**src/rtl/pwc_pkg.sv**
```systemverilog
// Constants and types shared by the primary word control decoder.
// Assumes a 100 MHz master clock and an APB master with 32-bit data.

package pwc_pkg;

    // ****************************************
    // Clock and frame
    // ****************************************
    localparam int CLK_NS = 10;
    localparam int FRAME_BITS = 16;
    localparam int DAC_LSB = 2;
    localparam logic [4:0] BIT_CNT_INIT = 5'h10;

    // ****************************************
    // Register offsets
    // ****************************************
    localparam logic [7:0] OFS_CTRL = 8'h00;
    localparam logic [7:0] OFS_STEP = 8'h04;
    localparam logic [7:0] OFS_PERIOD = 8'h08;
    localparam logic [7:0] OFS_ADC = 8'h0C;
    localparam logic [7:0] OFS_DAC = 8'h10;
    localparam logic [7:0] OFS_STAT = 8'h14;

    // ****************************************
    // Reset values
    // ****************************************
    localparam logic RST_EN = 1'b0;
    localparam logic [15:0] RST_PERIOD = 16'h0400;
    localparam logic [15:0] RST_ADC = 16'h0000;

    // ****************************************
    // Frame engine states
    // ****************************************
    typedef enum logic [2:0] {
        ST_IDLE = 3'h1,
        ST_SHIFT = 3'h2,
        ST_DONE = 3'h4
    } pwc_state_e;

endpackage

```
**src/rtl/pwc_dec_if.sv**
```systemverilog
// Carries one frame's control code to the decoder and its decision back.
// Assumes the decoder is purely combinational.
`timescale 1ns/100ps
`default_nettype none

interface pwc_dec_if #(parameter int STEP_W = 16);
    logic [1:0] ctrl_bits;
    logic [1:0] pins;
    logic signed [STEP_W-1:0] step;
    logic later;
    logic earlier;
    logic sec_req;
    logic signed [STEP_W:0] adj;

    modport dec(input ctrl_bits, pins, step, output later, earlier, sec_req, adj);
    modport user(output ctrl_bits, pins, step, input later, earlier, sec_req, adj);
endinterface

`default_nettype wire

```
**src/rtl/pwc_decode.sv**
```systemverilog
// Decodes control bits and host pins into a phase shift or a secondary request.
// Assumes inputs are stable while the frame engine reads the decision.
`timescale 1ns/100ps
`default_nettype none

module pwc_decode
    import pwc_pkg::*;
(
    // Decision channel
    pwc_dec_if.dec dif
);

    logic signed [$bits(dif.adj)-1:0] s_ext;

    always_comb begin
        s_ext = {dif.step[$bits(dif.step)-1], dif.step};
        dif.later = 1'b0;
        dif.earlier = 1'b0;
        dif.sec_req = 1'b0;
        case ({dif.ctrl_bits, dif.pins})
            4'h1: dif.later = 1'b1;
            4'h2: dif.earlier = 1'b1;
            4'h3: dif.sec_req = 1'b1;
            4'h4: dif.later = 1'b1;
            4'h8: dif.earlier = 1'b1;
            4'hC: dif.sec_req = 1'b1;
            default: ;
        endcase
        // Sign of the step reverses direction by itself
        if (dif.later) begin
            dif.adj = s_ext;
        end else if (dif.earlier) begin
            dif.adj = -s_ext;
        end else begin
            dif.adj = '0;
        end
    end

endmodule

`default_nettype wire

```
**src/rtl/pwc_word_ctrl.sv**
```systemverilog
// Primary serial word engine with phase control and secondary sync request.
// Assumes an APB master on clk_i and a host serial port on asynchronous pins.
//
// Notes on behaviour
// - On frame sync fall, take 14 DAC bits, send all 16 ADC bits.
// - Bits 00, pins 01: next sample later by step clocks at sync rise; the code applies the shift at the next internal sync fall.
// - In that case a negative step moves the internal sync earlier.
// - Bits 00, pins 10: sample earlier by step; negative step means later.
// - Bits 00, pins 11: request a secondary frame sync.
// - Secondary sync comes half a sample period after primary sync fall.
// - Bits 01, pins 00: sample later by step; negative step means earlier.
// - Bits 10, pins 00: sample earlier by step; negative step means later.
// - Bits 11, pins 00: request a secondary frame sync.
// - Any other code: no shift, no secondary request.
//
// Added by the designer: the placing of the registers and register access over APB.
`timescale 1ns/100ps
`default_nettype none

module pwc_word_ctrl
    import pwc_pkg::*;
#(
    parameter int STEP_W = 16
) (
    // Clock and reset
    input wire logic clk_i,
    input wire logic nrst_i,
    // APB slave
    input wire logic psel_i,
    input wire logic penable_i,
    input wire logic pwrite_i,
    input wire logic [7:0] paddr_i,
    input wire logic [31:0] pwdata_i,
    output logic [31:0] prdata_o,
    output logic pready_o,
    output logic pslverr_o,
    // Host serial link
    input wire logic sclk_i,
    input wire logic frame_sync_n_i,
    input wire logic sdin_i,
    output logic sdout_o,
    input wire logic host_ctrl_pin_lo_i,
    input wire logic host_ctrl_pin_hi_i,
    // Converter side
    output logic int_fs_n_o,
    output logic sec_fs_n_o,
    output logic [13:0] dac_word_o,
    output logic dac_valid_o
);

    // ****************************************
    // Parameter check
    // ****************************************
    if (STEP_W < 2 || STEP_W > 16) begin : g_chk
        $error("STEP_W must lie in 2..16");
    end

    // ****************************************
    // State
    // ****************************************
    typedef struct packed {
        logic [2:0] fs_s;
        logic [2:0] sck_s;
        logic [1:0] din_s;
        logic [1:0] plo_s;
        logic [1:0] phi_s;
        pwc_state_e st;
        logic [4:0] bit_cnt;
        logic [15:0] tx;
        logic [15:0] rx;
        logic sdout;
        logic [1:0] pins;
        logic [1:0] ctrl;
        logic [13:0] dac;
        logic done;
        logic last_later;
        logic last_earlier;
        logic last_sec;
        logic en;
        logic signed [STEP_W-1:0] step;
        logic [15:0] period;
        logic [15:0] adc;
        logic signed [STEP_W:0] adj_pend;
        logic [15:0] phase_cnt;
        logic int_fs_n;
        logic [15:0] half_cnt;
        logic sec_pend;
        logic sec_fs_n;
        logic [31:0] prdata;
    } pwc_st_s;

    pwc_st_s q;
    pwc_st_s d;

    logic fs_fall;
    logic sck_rise;
    logic sck_fall;
    logic apb_wr;
    logic signed [STEP_W:0] step_ext;

    pwc_dec_if #(.STEP_W(STEP_W)) dif ();

    pwc_decode u_dec (
        .dif(dif)
    );

    // ****************************************
    // Functions
    // ****************************************
    function automatic logic addr_hit(input logic [7:0] a);
        addr_hit = (a == OFS_CTRL) || (a == OFS_STEP) || (a == OFS_PERIOD) ||
                   (a == OFS_ADC) || (a == OFS_DAC) || (a == OFS_STAT);
    endfunction

    function automatic logic [15:0] next_period(input logic [15:0] p,
                                                input logic signed [STEP_W:0] a);
        logic signed [18:0] t;
        t = $signed({3'b000, p}) + 19'(a) - 19'sd1;
        if (t < 19'sd1) begin
            next_period = 16'h0001;
        end else if (t > 19'sd65535) begin
            next_period = 16'hFFFF;
        end else begin
            next_period = t[15:0];
        end
    endfunction

    // ****************************************
    // Edges and bus strobes
    // ****************************************
    assign fs_fall = q.fs_s[2] & ~q.fs_s[1];
    assign sck_rise = ~q.sck_s[2] & q.sck_s[1];
    assign sck_fall = q.sck_s[2] & ~q.sck_s[1];
    assign apb_wr = psel_i & penable_i & pwrite_i & addr_hit(paddr_i);
    assign step_ext = {q.step[STEP_W-1], q.step};

    assign dif.ctrl_bits = q.rx[1:0];
    assign dif.pins = q.pins;
    assign dif.step = q.step;

    // ****************************************
    // Next state
    // ****************************************
    always_comb begin
        d = q;
        d.done = 1'b0;
        d.sec_fs_n = 1'b1;
        d.fs_s = {q.fs_s[1:0], frame_sync_n_i};
        d.sck_s = {q.sck_s[1:0], sclk_i};
        d.din_s = {q.din_s[0], sdin_i};
        d.plo_s = {q.plo_s[0], host_ctrl_pin_lo_i};
        d.phi_s = {q.phi_s[0], host_ctrl_pin_hi_i};

        // Register writes
        if (apb_wr) begin
            case (paddr_i)
                OFS_CTRL: d.en = pwdata_i[0];
                OFS_STEP: d.step = pwdata_i[STEP_W-1:0];
                OFS_PERIOD: d.period = pwdata_i[15:0];
                OFS_ADC: d.adc = pwdata_i[15:0];
                default: ;
            endcase
        end

        // Register reads, captured in the setup phase
        if (psel_i & ~penable_i) begin
            case (paddr_i)
                OFS_CTRL: d.prdata = {31'h0, q.en};
                OFS_STEP: d.prdata = {{(32 - STEP_W){q.step[STEP_W-1]}}, q.step};
                OFS_PERIOD: d.prdata = {16'h0, q.period};
                OFS_ADC: d.prdata = {16'h0, q.adc};
                OFS_DAC: d.prdata = {18'h0, q.dac};
                OFS_STAT: d.prdata = {24'h0, q.st != ST_IDLE, q.last_sec,
                                      q.last_earlier, q.last_later, q.pins, q.ctrl};
                default: d.prdata = 32'h0;
            endcase
        end

        // Internal sampling sync; pending shift applies at its fall
        if (!q.en) begin
            d.int_fs_n = 1'b1;
            d.phase_cnt = q.period;
        end else if (q.phase_cnt == 16'h0) begin
            d.int_fs_n = 1'b0;
            d.phase_cnt = next_period(q.period, q.adj_pend);
            d.adj_pend = '0;
        end else begin
            d.int_fs_n = 1'b1;
            d.phase_cnt = q.phase_cnt - 16'h1;
        end

        // Secondary sync timer from primary sync fall
        if (q.half_cnt != 16'h0) begin
            d.half_cnt = q.half_cnt - 16'h1;
            if (q.half_cnt == 16'h1 && q.sec_pend) begin
                d.sec_fs_n = 1'b0;
                d.sec_pend = 1'b0;
            end
        end

        // Frame engine
        if (fs_fall && q.st != ST_DONE) begin
            d.st = ST_SHIFT;
            d.bit_cnt = BIT_CNT_INIT;
            d.tx = q.adc;
            d.sdout = q.adc[FRAME_BITS-1];
            d.pins = {q.phi_s[1], q.plo_s[1]};
            d.half_cnt = (q.period[15:1] == 15'h0) ? 16'h0001 : {1'b0, q.period[15:1]};
            d.sec_pend = 1'b0;
        end else begin
            case (q.st)
                ST_IDLE: ;
                ST_SHIFT: begin
                    if (sck_fall) begin
                        d.rx = {q.rx[14:0], q.din_s[1]};
                        d.tx = {q.tx[14:0], 1'b0};
                        d.bit_cnt = q.bit_cnt - 5'h1;
                        if (q.bit_cnt == 5'h1) begin
                            d.st = ST_DONE;
                        end
                    end else if (sck_rise) begin
                        d.sdout = q.tx[FRAME_BITS-1];
                    end
                end
                ST_DONE: begin
                    d.dac = q.rx[FRAME_BITS-1:DAC_LSB];
                    d.ctrl = q.rx[1:0];
                    d.done = 1'b1;
                    d.last_later = dif.later;
                    d.last_earlier = dif.earlier;
                    d.last_sec = dif.sec_req;
                    if (dif.later || dif.earlier) begin
                        d.adj_pend = dif.adj;
                    end
                    if (dif.sec_req) begin
                        d.sec_pend = 1'b1;
                    end
                    d.st = ST_IDLE;
                end
                default: d.st = ST_IDLE;
            endcase
        end
    end

    // ****************************************
    // Registers
    // ****************************************
    always_ff @(posedge clk_i or negedge nrst_i) begin
        if (!nrst_i) begin
            q <= '0;
            q.fs_s <= 3'h7;
            q.sck_s <= 3'h7;
            q.st <= ST_IDLE;
            q.sdout <= 1'b0;
            q.en <= RST_EN;
            q.period <= RST_PERIOD;
            q.adc <= RST_ADC;
            q.int_fs_n <= 1'b1;
            q.sec_fs_n <= 1'b1;
        end else begin
            q <= d;
        end
    end

    // ****************************************
    // Outputs
    // ****************************************
    assign prdata_o = q.prdata;
    assign pready_o = 1'b1;
    assign pslverr_o = psel_i & penable_i & ~addr_hit(paddr_i);
    assign sdout_o = q.sdout;
    assign int_fs_n_o = q.int_fs_n;
    assign sec_fs_n_o = q.sec_fs_n;
    assign dac_word_o = q.dac;
    assign dac_valid_o = q.done;
endmodule

`default_nettype wire

```
**config.mk**
```make
export PLATFORM = sky130hd
export DESIGN_NAME = pwc_word_ctrl
export DESIGN_NICKNAME = d
export VERILOG_FILES = /design/src/rtl/pwc_pkg.sv /design/src/rtl/pwc_dec_if.sv /design/src/rtl/pwc_decode.sv /design/src/rtl/pwc_word_ctrl.sv
export SDC_FILE = /design/constraint.sdc
export NUM_CORES = 1
export LEC_CHECK = 0
export BUFFER_PORTS_ARGS = -buffer_cell sky130_fd_sc_hd__buf_2
export CORE_AREA = 5 5 188 135
export DETAILED_ROUTE_END_ITERATION = 8
export DIE_AREA = 0 0 193 140
export PLACE_DENSITY_LB_ADDON = 0.2
export SYNTH_ARGS = -nofsm -noshare
export SYNTH_HDL_FRONTEND = slang
export SYNTH_SLANG_ARGS = --single-unit
```
**constraint.sdc**
```tcl
create_clock -name clk_i -period 5.5 [get_ports clk_i]
set_input_delay 0 -clock clk_i [delete_from_list [all_inputs] [get_ports clk_i]]
set_output_delay 0 -clock clk_i [all_outputs]
set_load 0.05 [all_outputs]
```
==> summary.md, run 1 <==
| Metric | Value |
|---|---|
| Run status | finished clean |
| Die Area | between 20000 and 30000 um^2 |
| Max-cap violation count | 0 |
| Final Hold Fails | 0 |
| Buffers added on ports | between 80 and 90 |
| Multi-input gate area | 4710 um^2 |
| Mapped Area | 10400 um^2 |
| Worst path max stage delay | roughly 0.7 ns |
| Ys async rst share | 100% |
| Hold path start | paddr_i[3] |
| DR vias | between 7000 and 8000 |
| Final Max Tran Viols | 0 |
| Gr usage total | about 20% |
| CP Class | reg2reg |
| Total congestion overflow | 0 |
| CP Launch Type | flop |
| Wirelength per Cell | ~18 um |
| Hold Path End | q[132] |
| DRT antenna net count | 0 |
| Maximum vdd drop | 0.000223 V |
| Post-route cell area | approximately 12000 um^2 |
| CTS Buf Count | 17 |
| Routed vias/inst | 5.41 |
| Clock root buffer | clkbuf_16 |
| CP cell instances | inv_1 > ha_1 > inv_1 > ha_1 > fa_1 > a21o_1 > a221oi_2 > a211oi_1 > a311oi_2 > o21ai_1 > mux2i_2 > o221ai_1 > o21ai_1 |
| Syn_area_per_cell | 9.61 um^2 |
| Min-Delay Path Class | in2reg |
| Final WL | 26600 um |
| Sequential fraction of the synthesis area | between 40 and 50% |
| CTS tree | built |
| Largest net degree at the start of global routing | 77 |
| NumNets Final | ~1200 |
| Storage cell area | between 4000 and 5000 um^2 |
| Routability Congestion | between 0.8 and 0.9 |
| Period Utilization, post-route | 69.6% |
| EDFF count, synth | 0 |
| Top FF cell, synth | dfrtp_1 |
| Clk sink count | 193 |
| CP max FO | 16 |
| R2r setup slk | 1.67 ns |
| Clk_lat worst skew | 0.44 ns |
| Die X | roughly 190 um |
| Most frequent cells in the layout | 183 x dfrtp_1, 172 x nand2_1, 83 x buf_2, 76 x inv_1, 73 x nor2_1 |
| #FFs+latches synth | 193 |
| Worst endpoint required time | 5.86 ns |
| Reg-to-reg critical path startpoint | q[101] |
| Reg2Reg Depth | 13 |
| Longest Clk Path Bufs | 2 |
| Worst Skew | between 0.008 and 0.009 ns |
| Fillers | 2167 |
| Die H | ~140 um |
| Worst slew pin tran | 1.04 ns |
| Post-DP Area | around 11000 um^2 |
| Worst slew margin | 30.8% |
| Layout cells sized above 1 | 19.2% |
| Vias in the first global route | 7338 |
| ANT cells | 0 |
| DRC | 0 |
| Drt initial violations | 795 |
| Syn Inst Count | 1078 |
| RSZ-0062 raised after global routing | false |
| Setup_tns | 0 ns |
| Fmax | 0.261 GHz |
| Worst r2r dst | q[51] |
| LEAKAGE | 5.60 nW |
| Core area | 23300 um^2 |
| DP Wirelength | 19500 um |
| Num ports | roughly 100 |
| H-Tree Depth | 4 |
| Most common cell after layout, fill and taps aside | dfrtp_1 |
| CP Capture Type | flop |
| First-pass GRT wire length | 42300 um |
| Reg clk slew, reported paths | ~0.070 ns |
| Area Growth Syn to Fin | 11.3% |
| Initial antenna violation count | 0 |
| Final Critical Period | 3.83 ns |
| Ys Warns | 0 |
| Row count | 47 |
| Post_cts resized | 0 |
| PwrDens | 273 nW/um^2 |
| Critical Path AT | 4.19 ns |
| Hold Crit Depth | 4 |
| Unique cell type count in the Yosys netlist | 72 |
| 1st-pass router iterations | 8 |
| Syn nets | 1168 |
| Final setup vio count | 0 |
| Initial Utilization | 44.4% |
| Slowest cell on crit path | mux2i_2 |
-- synthesized netlist by cell type (3+ instances only) --
master	instances	share of area, %
nor4_2	3	0.36
clkbuf_1	35	1.3
xnor2_1	32	2.7
o221ai_1	8	0.68
buf_2	5	0.24
inv_1	76	2.8
nand3b_1	6	0.43
o211ai_1	3	0.22
a21boi_0	6	0.43
o31ai_1	3	0.22
buf_4	48	3.5
a21oi_1	27	1.3
o41ai_1	3	0.25
nand3_1	24	1.2
dfrtp_1	183	44
a221oi_1	6	0.51
nand2_1	172	6.2
a222oi_1	10	0.97
o21ai_0	61	2.9
mux2i_1	10	0.97
nand2b_1	5	0.30
nor2b_1	5	0.30
dfstp_2	10	2.5
nand4_1	5	0.30
or3_1	6	0.36
nor2_1	73	2.6
nor4_1	9	0.54
ha_1	39	4.7
xor2_1	25	2.1
a21o_1	7	0.51
nor3b_1	4	0.29
o21ai_1	20	0.97
nor3_1	20	0.97
mux2_2	65	7.1
or4_1	4	0.29
a31oi_1	17	1.0
-- through the flow --
stage	power [mW]	setup slack (ns)	utilization, %	hold slack, ns	instances
2_1_floorplan	1.82	2.46	-	-0.296	1078
3_3_place_gp	1.93	1.77	46.1	-0.0194	1400
3_5_place_dp	1.94	1.73	46.1	-0.0250	1400
4_1_cts	3.17	1.71	49.4	0.0211	1454
5_1_grt	3.29	1.36	49.4	0.0400	1454
6_report	3.15	1.67	49.4	0.0376	1454
-- metal layers --
| layer | up-vias | track usage [%] | routed length (um) |
|---|---|---|---|
| met5 | - | 0 | 0 |
| met4 | 0 | 3.46 | 195 |
| met3 | 11 | 4.25 | 1520 |
| met2 | 195 | 26.7 | 10800 |
| met1 | 3915 | 33.5 | 14100 |
| li1 | 3751 | - | - |
-- power by group --
group / leakage, nW / total, mW / internal (mW) / switching (mW)
clock: 0.271 / 1.22 / 0.632 / 0.586
sequential: 2.59 / 1.57 / 1.49 / 0.0768
combinational: 2.74 / 0.359 / 0.146 / 0.213
total: 5.60 / 3.15 / 2.27 / 0.876
-- flip-flops by register name (all words and copies together), names as in the netlist --
| signal | flops |
|---|---|
| sdout_o | 1 |
| d | 7 |
| dif.pins | 2 |
| prdata_o | 17 |
| dif.step | 16 |
| dac_valid_o | 1 |
| dif.ctrl_bits | 2 |
| q | 131 |
| sec_fs_n_o | 1 |
| int_fs_n_o | 1 |
| dac_word_o | 14 |
-- worst max path at each step --
| stage | to | startpoint | slack, ns |
|---|---|---|---|
| 6_report | q[51] | q[101] | 1.67 |
| 5_1_grt | q[51] | q[101] | 1.36 |
| 4_1_cts | q[51] | q[101] | 1.71 |
| 3_5_place_dp | q[51] | q[101] | 1.73 |
| 3_3_place_gp | q[51] | q[101] | 1.77 |
| 2_1_floorplan | q[53] | q[101] | 2.46 |
-- critical path: cells and delay by family, from the launching register on --
kind                       cells  cell delay (ns)
AOI/OAI and AO/OA              7             1.66
muxes                          1             0.68
adders and majority gates      3             0.89
buffers and inverters          2             0.14
DFF                            1             0.38
-- repair_timing --
| action | CTS | global route |
|---|---|---|
| setup endpoints to repair | 0 | 0 |
| hold endpoints to repair | 103 | 0 |
| buffers inserted | 0 | 0 |
| hold buffers | 22 | 0 |
-- cells by family after synthesis --
| kind of cell | synth area share [%] |
|---|---|
| AND/OR/NAND/NOR | 15.7 |
| flip-flops | 46.7 |
| AO/OA/AOI/OAI | 11.5 |
| buffers and inverters | 7.90 |
| multiplexers | 8.38 |
| XOR/XNOR | 4.82 |
| adder cells (fa/ha/maj) | 4.90 |
| other | 0.0362 |
-- final cells by class --
class	count	area share, %
flip-flops and latches	193	42.0
multi-input cells	717	40.9
repair buffers	117	6.35
clock buffers	18	3.72
well taps	318	3.45
inverters	77	2.51
clock inverters	14	1.13
Note: power is estimated with default switching activity, not from simulation.
==> run 2: changes to the inputs <==
- clock period: 5.5 -> 3.8 ns (I/O delays scaled with it)
==> summary.md, run 2 (same netlist as run 1, synthesis figures left out) <==
| Metric | Value |
|---|---|
| CP Class | reg2reg |
| Final setup vio count | 0 |
| Gr usage total | 21.1% |
| CP max FO | 16 |
| NumNets Final | between 1000 and 1500 |
| Critical path origin | q[101] |
| Core area | 23300 um^2 |
| Fillers | 2211 |
| Final Max Tran Viols | 0 |
| Reg clk slew, reported paths | 0.07 ns |
| Clock root buffer | clkbuf_16 |
| Reg2Reg Depth | 14 |
| Most common cell after layout, fill and taps aside | dfrtp_1 |
| DRC | 0 |
| Clock Power Share | between 30 and 40% |
| Num ports | 102 |
| Row count | 47 |
| Largest net degree at the start of global routing | 83 |
| Worst r2r dst | q[51] |
| Reg power frac | a little under 50% |
| Setup_tns | 0 ns |
| Routed vias/inst | approximately 5.4 |
| Area Growth Syn to Fin | 12.3% |
| Total congestion overflow | 0 |
| ANT cells | 0 |
| DP Wirelength | 20300 um |
| LEAKAGE | 5.67 nW |
| Die Area | around 27000 um^2 |
| Sw frac | 28.0% |
| Max-cap violation count | 0 |
| CP Launch Type | flop |
| Clk sink count | slightly below 200 |
| Worst slew pin tran | 1.03 ns |
| Die X | 193 um |
| R2r setup slk | 0.46 ns |
| Buffers added on ports | 84 |
| NetSw | 1.29 mW |
| Worst endpoint required time | 4.17 ns |
| Final WL | 27500 um |
| Vias in the first global route | 7546 |
| Most frequent cells in the layout | 183 x dfrtp_1, 172 x nand2_1, 83 x buf_2, 76 x inv_1, 73 x nor2_1 |
| Run status | finished clean |
| CTS Buf Count | 17 |
| CP Capture Type | flop |
| Clk_lat worst skew | about 0.45 ns |
| Period Utilization, post-route | 87.9% |
| Layout cells sized above 1 | 19.9% |
| Max reg flops | 131 |
| Worst Skew | 0.00844 ns |
| 1st-pass router iterations | 6 |
| Fmax | roughly 0.3 GHz |
| Final Critical Period | 3.34 ns |
| Reg-to-reg critical path startpoint | q[101] |
| Comb pwr share | 11.4% |
| Wirelength per Cell | 18.8 um |
| First-pass GRT wire length | 43900 um |
| Min-Delay Path Class | in2reg |
| DRT antenna net count | 0 |
| Longest Clk Path Bufs | 2 |
| PwrDens | ~400 nW/um^2 |
| RSZ-0062 raised after global routing | false |
| Die H | roughly 140 um |
| Routability Congestion | 0.900 |
| Critical Path AT | 3.71 ns |
| H-Tree Depth | 4 |
| DR vias | ~7900 |
| Biggest register | q |
| Initial antenna violation count | 0 |
| Drt initial violations | 739 |
| Crit path to | q[51] |
| CTS tree | built |
| Internal power | 3.32 mW |
| Post-CTS Setup Bufs | 0 |
| Final Hold Fails | 0 |
| Worst slew margin | 31.4% |
| Initial Utilization | 44.4% |
| Maximum vdd drop | 0.000332 V |
| Final Core Density | 49.8% |
[run 2: changes by cell type in the layout (fill, tap and decap cells not counted), sizes merged]
cell      previous run  this run
buf                 94       103
inv                 81        84
clkinvlp             3         1
clkinv               6         5
[run 2: per-layer routing]
metal  GRT usage, %  wire [um]  up-vias
li1               -          -     3755
met1           33.5      13600     3914
met2           28.4      11400      242
met3           5.85       2200       20
met4           4.25        265        0
met5              0          0        -
[run 2: how the worst min path moves through the flow]
stage               depth (start not counted)      to  startpoint
finish                                      4  q[132]  paddr_i[3]
detailed placement                          1   q[63]      nrst_i
global placement                            1   q[63]      nrst_i
floorplan                                   0  d[197]      nrst_i
CTS                                         4  q[132]  paddr_i[3]
global route                                4  q[132]  paddr_i[3]
[run 2: per-stage QoR]
stage	instance area (um^2)	instances	hold slack [ns]	setup slack, ns	power (mW)
3_5_place_dp	10800	1409	0.0873	0.503	2.81
3_3_place_gp	10800	1409	0.0908	0.559	2.80
2_1_floorplan	10400	1078	-0.296	0.764	2.64
6_report	11600	1463	0.0346	0.462	4.61
4_1_cts	11600	1463	0.0271	0.485	4.64
5_1_grt	11600	1463	0.0730	0.167	4.83
[run 2: power groups by stage]
stage / combinational (mW) / sequential, mW / clock, mW
final: 0.526 / 2.27 / 1.81
after CTS: 0.526 / 2.27 / 1.85
after global routing: 0.595 / 2.29 / 1.94
after floorplan: 0.367 / 2.27 / 0
after detailed placement: 0.503 / 2.31 / 0
after global placement: 0.495 / 2.30 / 0
[run 2: repair_timing]
| item | CTS | global route |
|---|---|---|
| endpoints found under the hold margin | 133 | 0 |
| resized for setup | 0 | 0 |
| hold buffers | 22 | 0 |
[run 2: area by class of cell]
type,instances,area (um^2),share of cell area [%]
repair buffers,126,812,6.98
clock buffers,18,439,3.77
well taps,318,398,3.42
inverters,77,289,2.48
flip-flops and latches,193,4840,41.6
clock inverters,14,143,1.23
multi-input cells,717,4710,40.5
[run 2: worst max-delay path, cell delays in order (launching register included)]
cell	delay, ns
dfrtp_1	0.37
inv_1	0.10
ha_1	0.28
inv_1	0.04
ha_1	0.21
fa_1	0.41
a21o_1	0.24
a221oi_2	0.34
a211oi_1	0.14
a311oi_2	0.30
o21ai_1	0.13
mux2i_2	0.15
buf_4	0.24
o221ai_1	0.18
o21ai_1	0.13
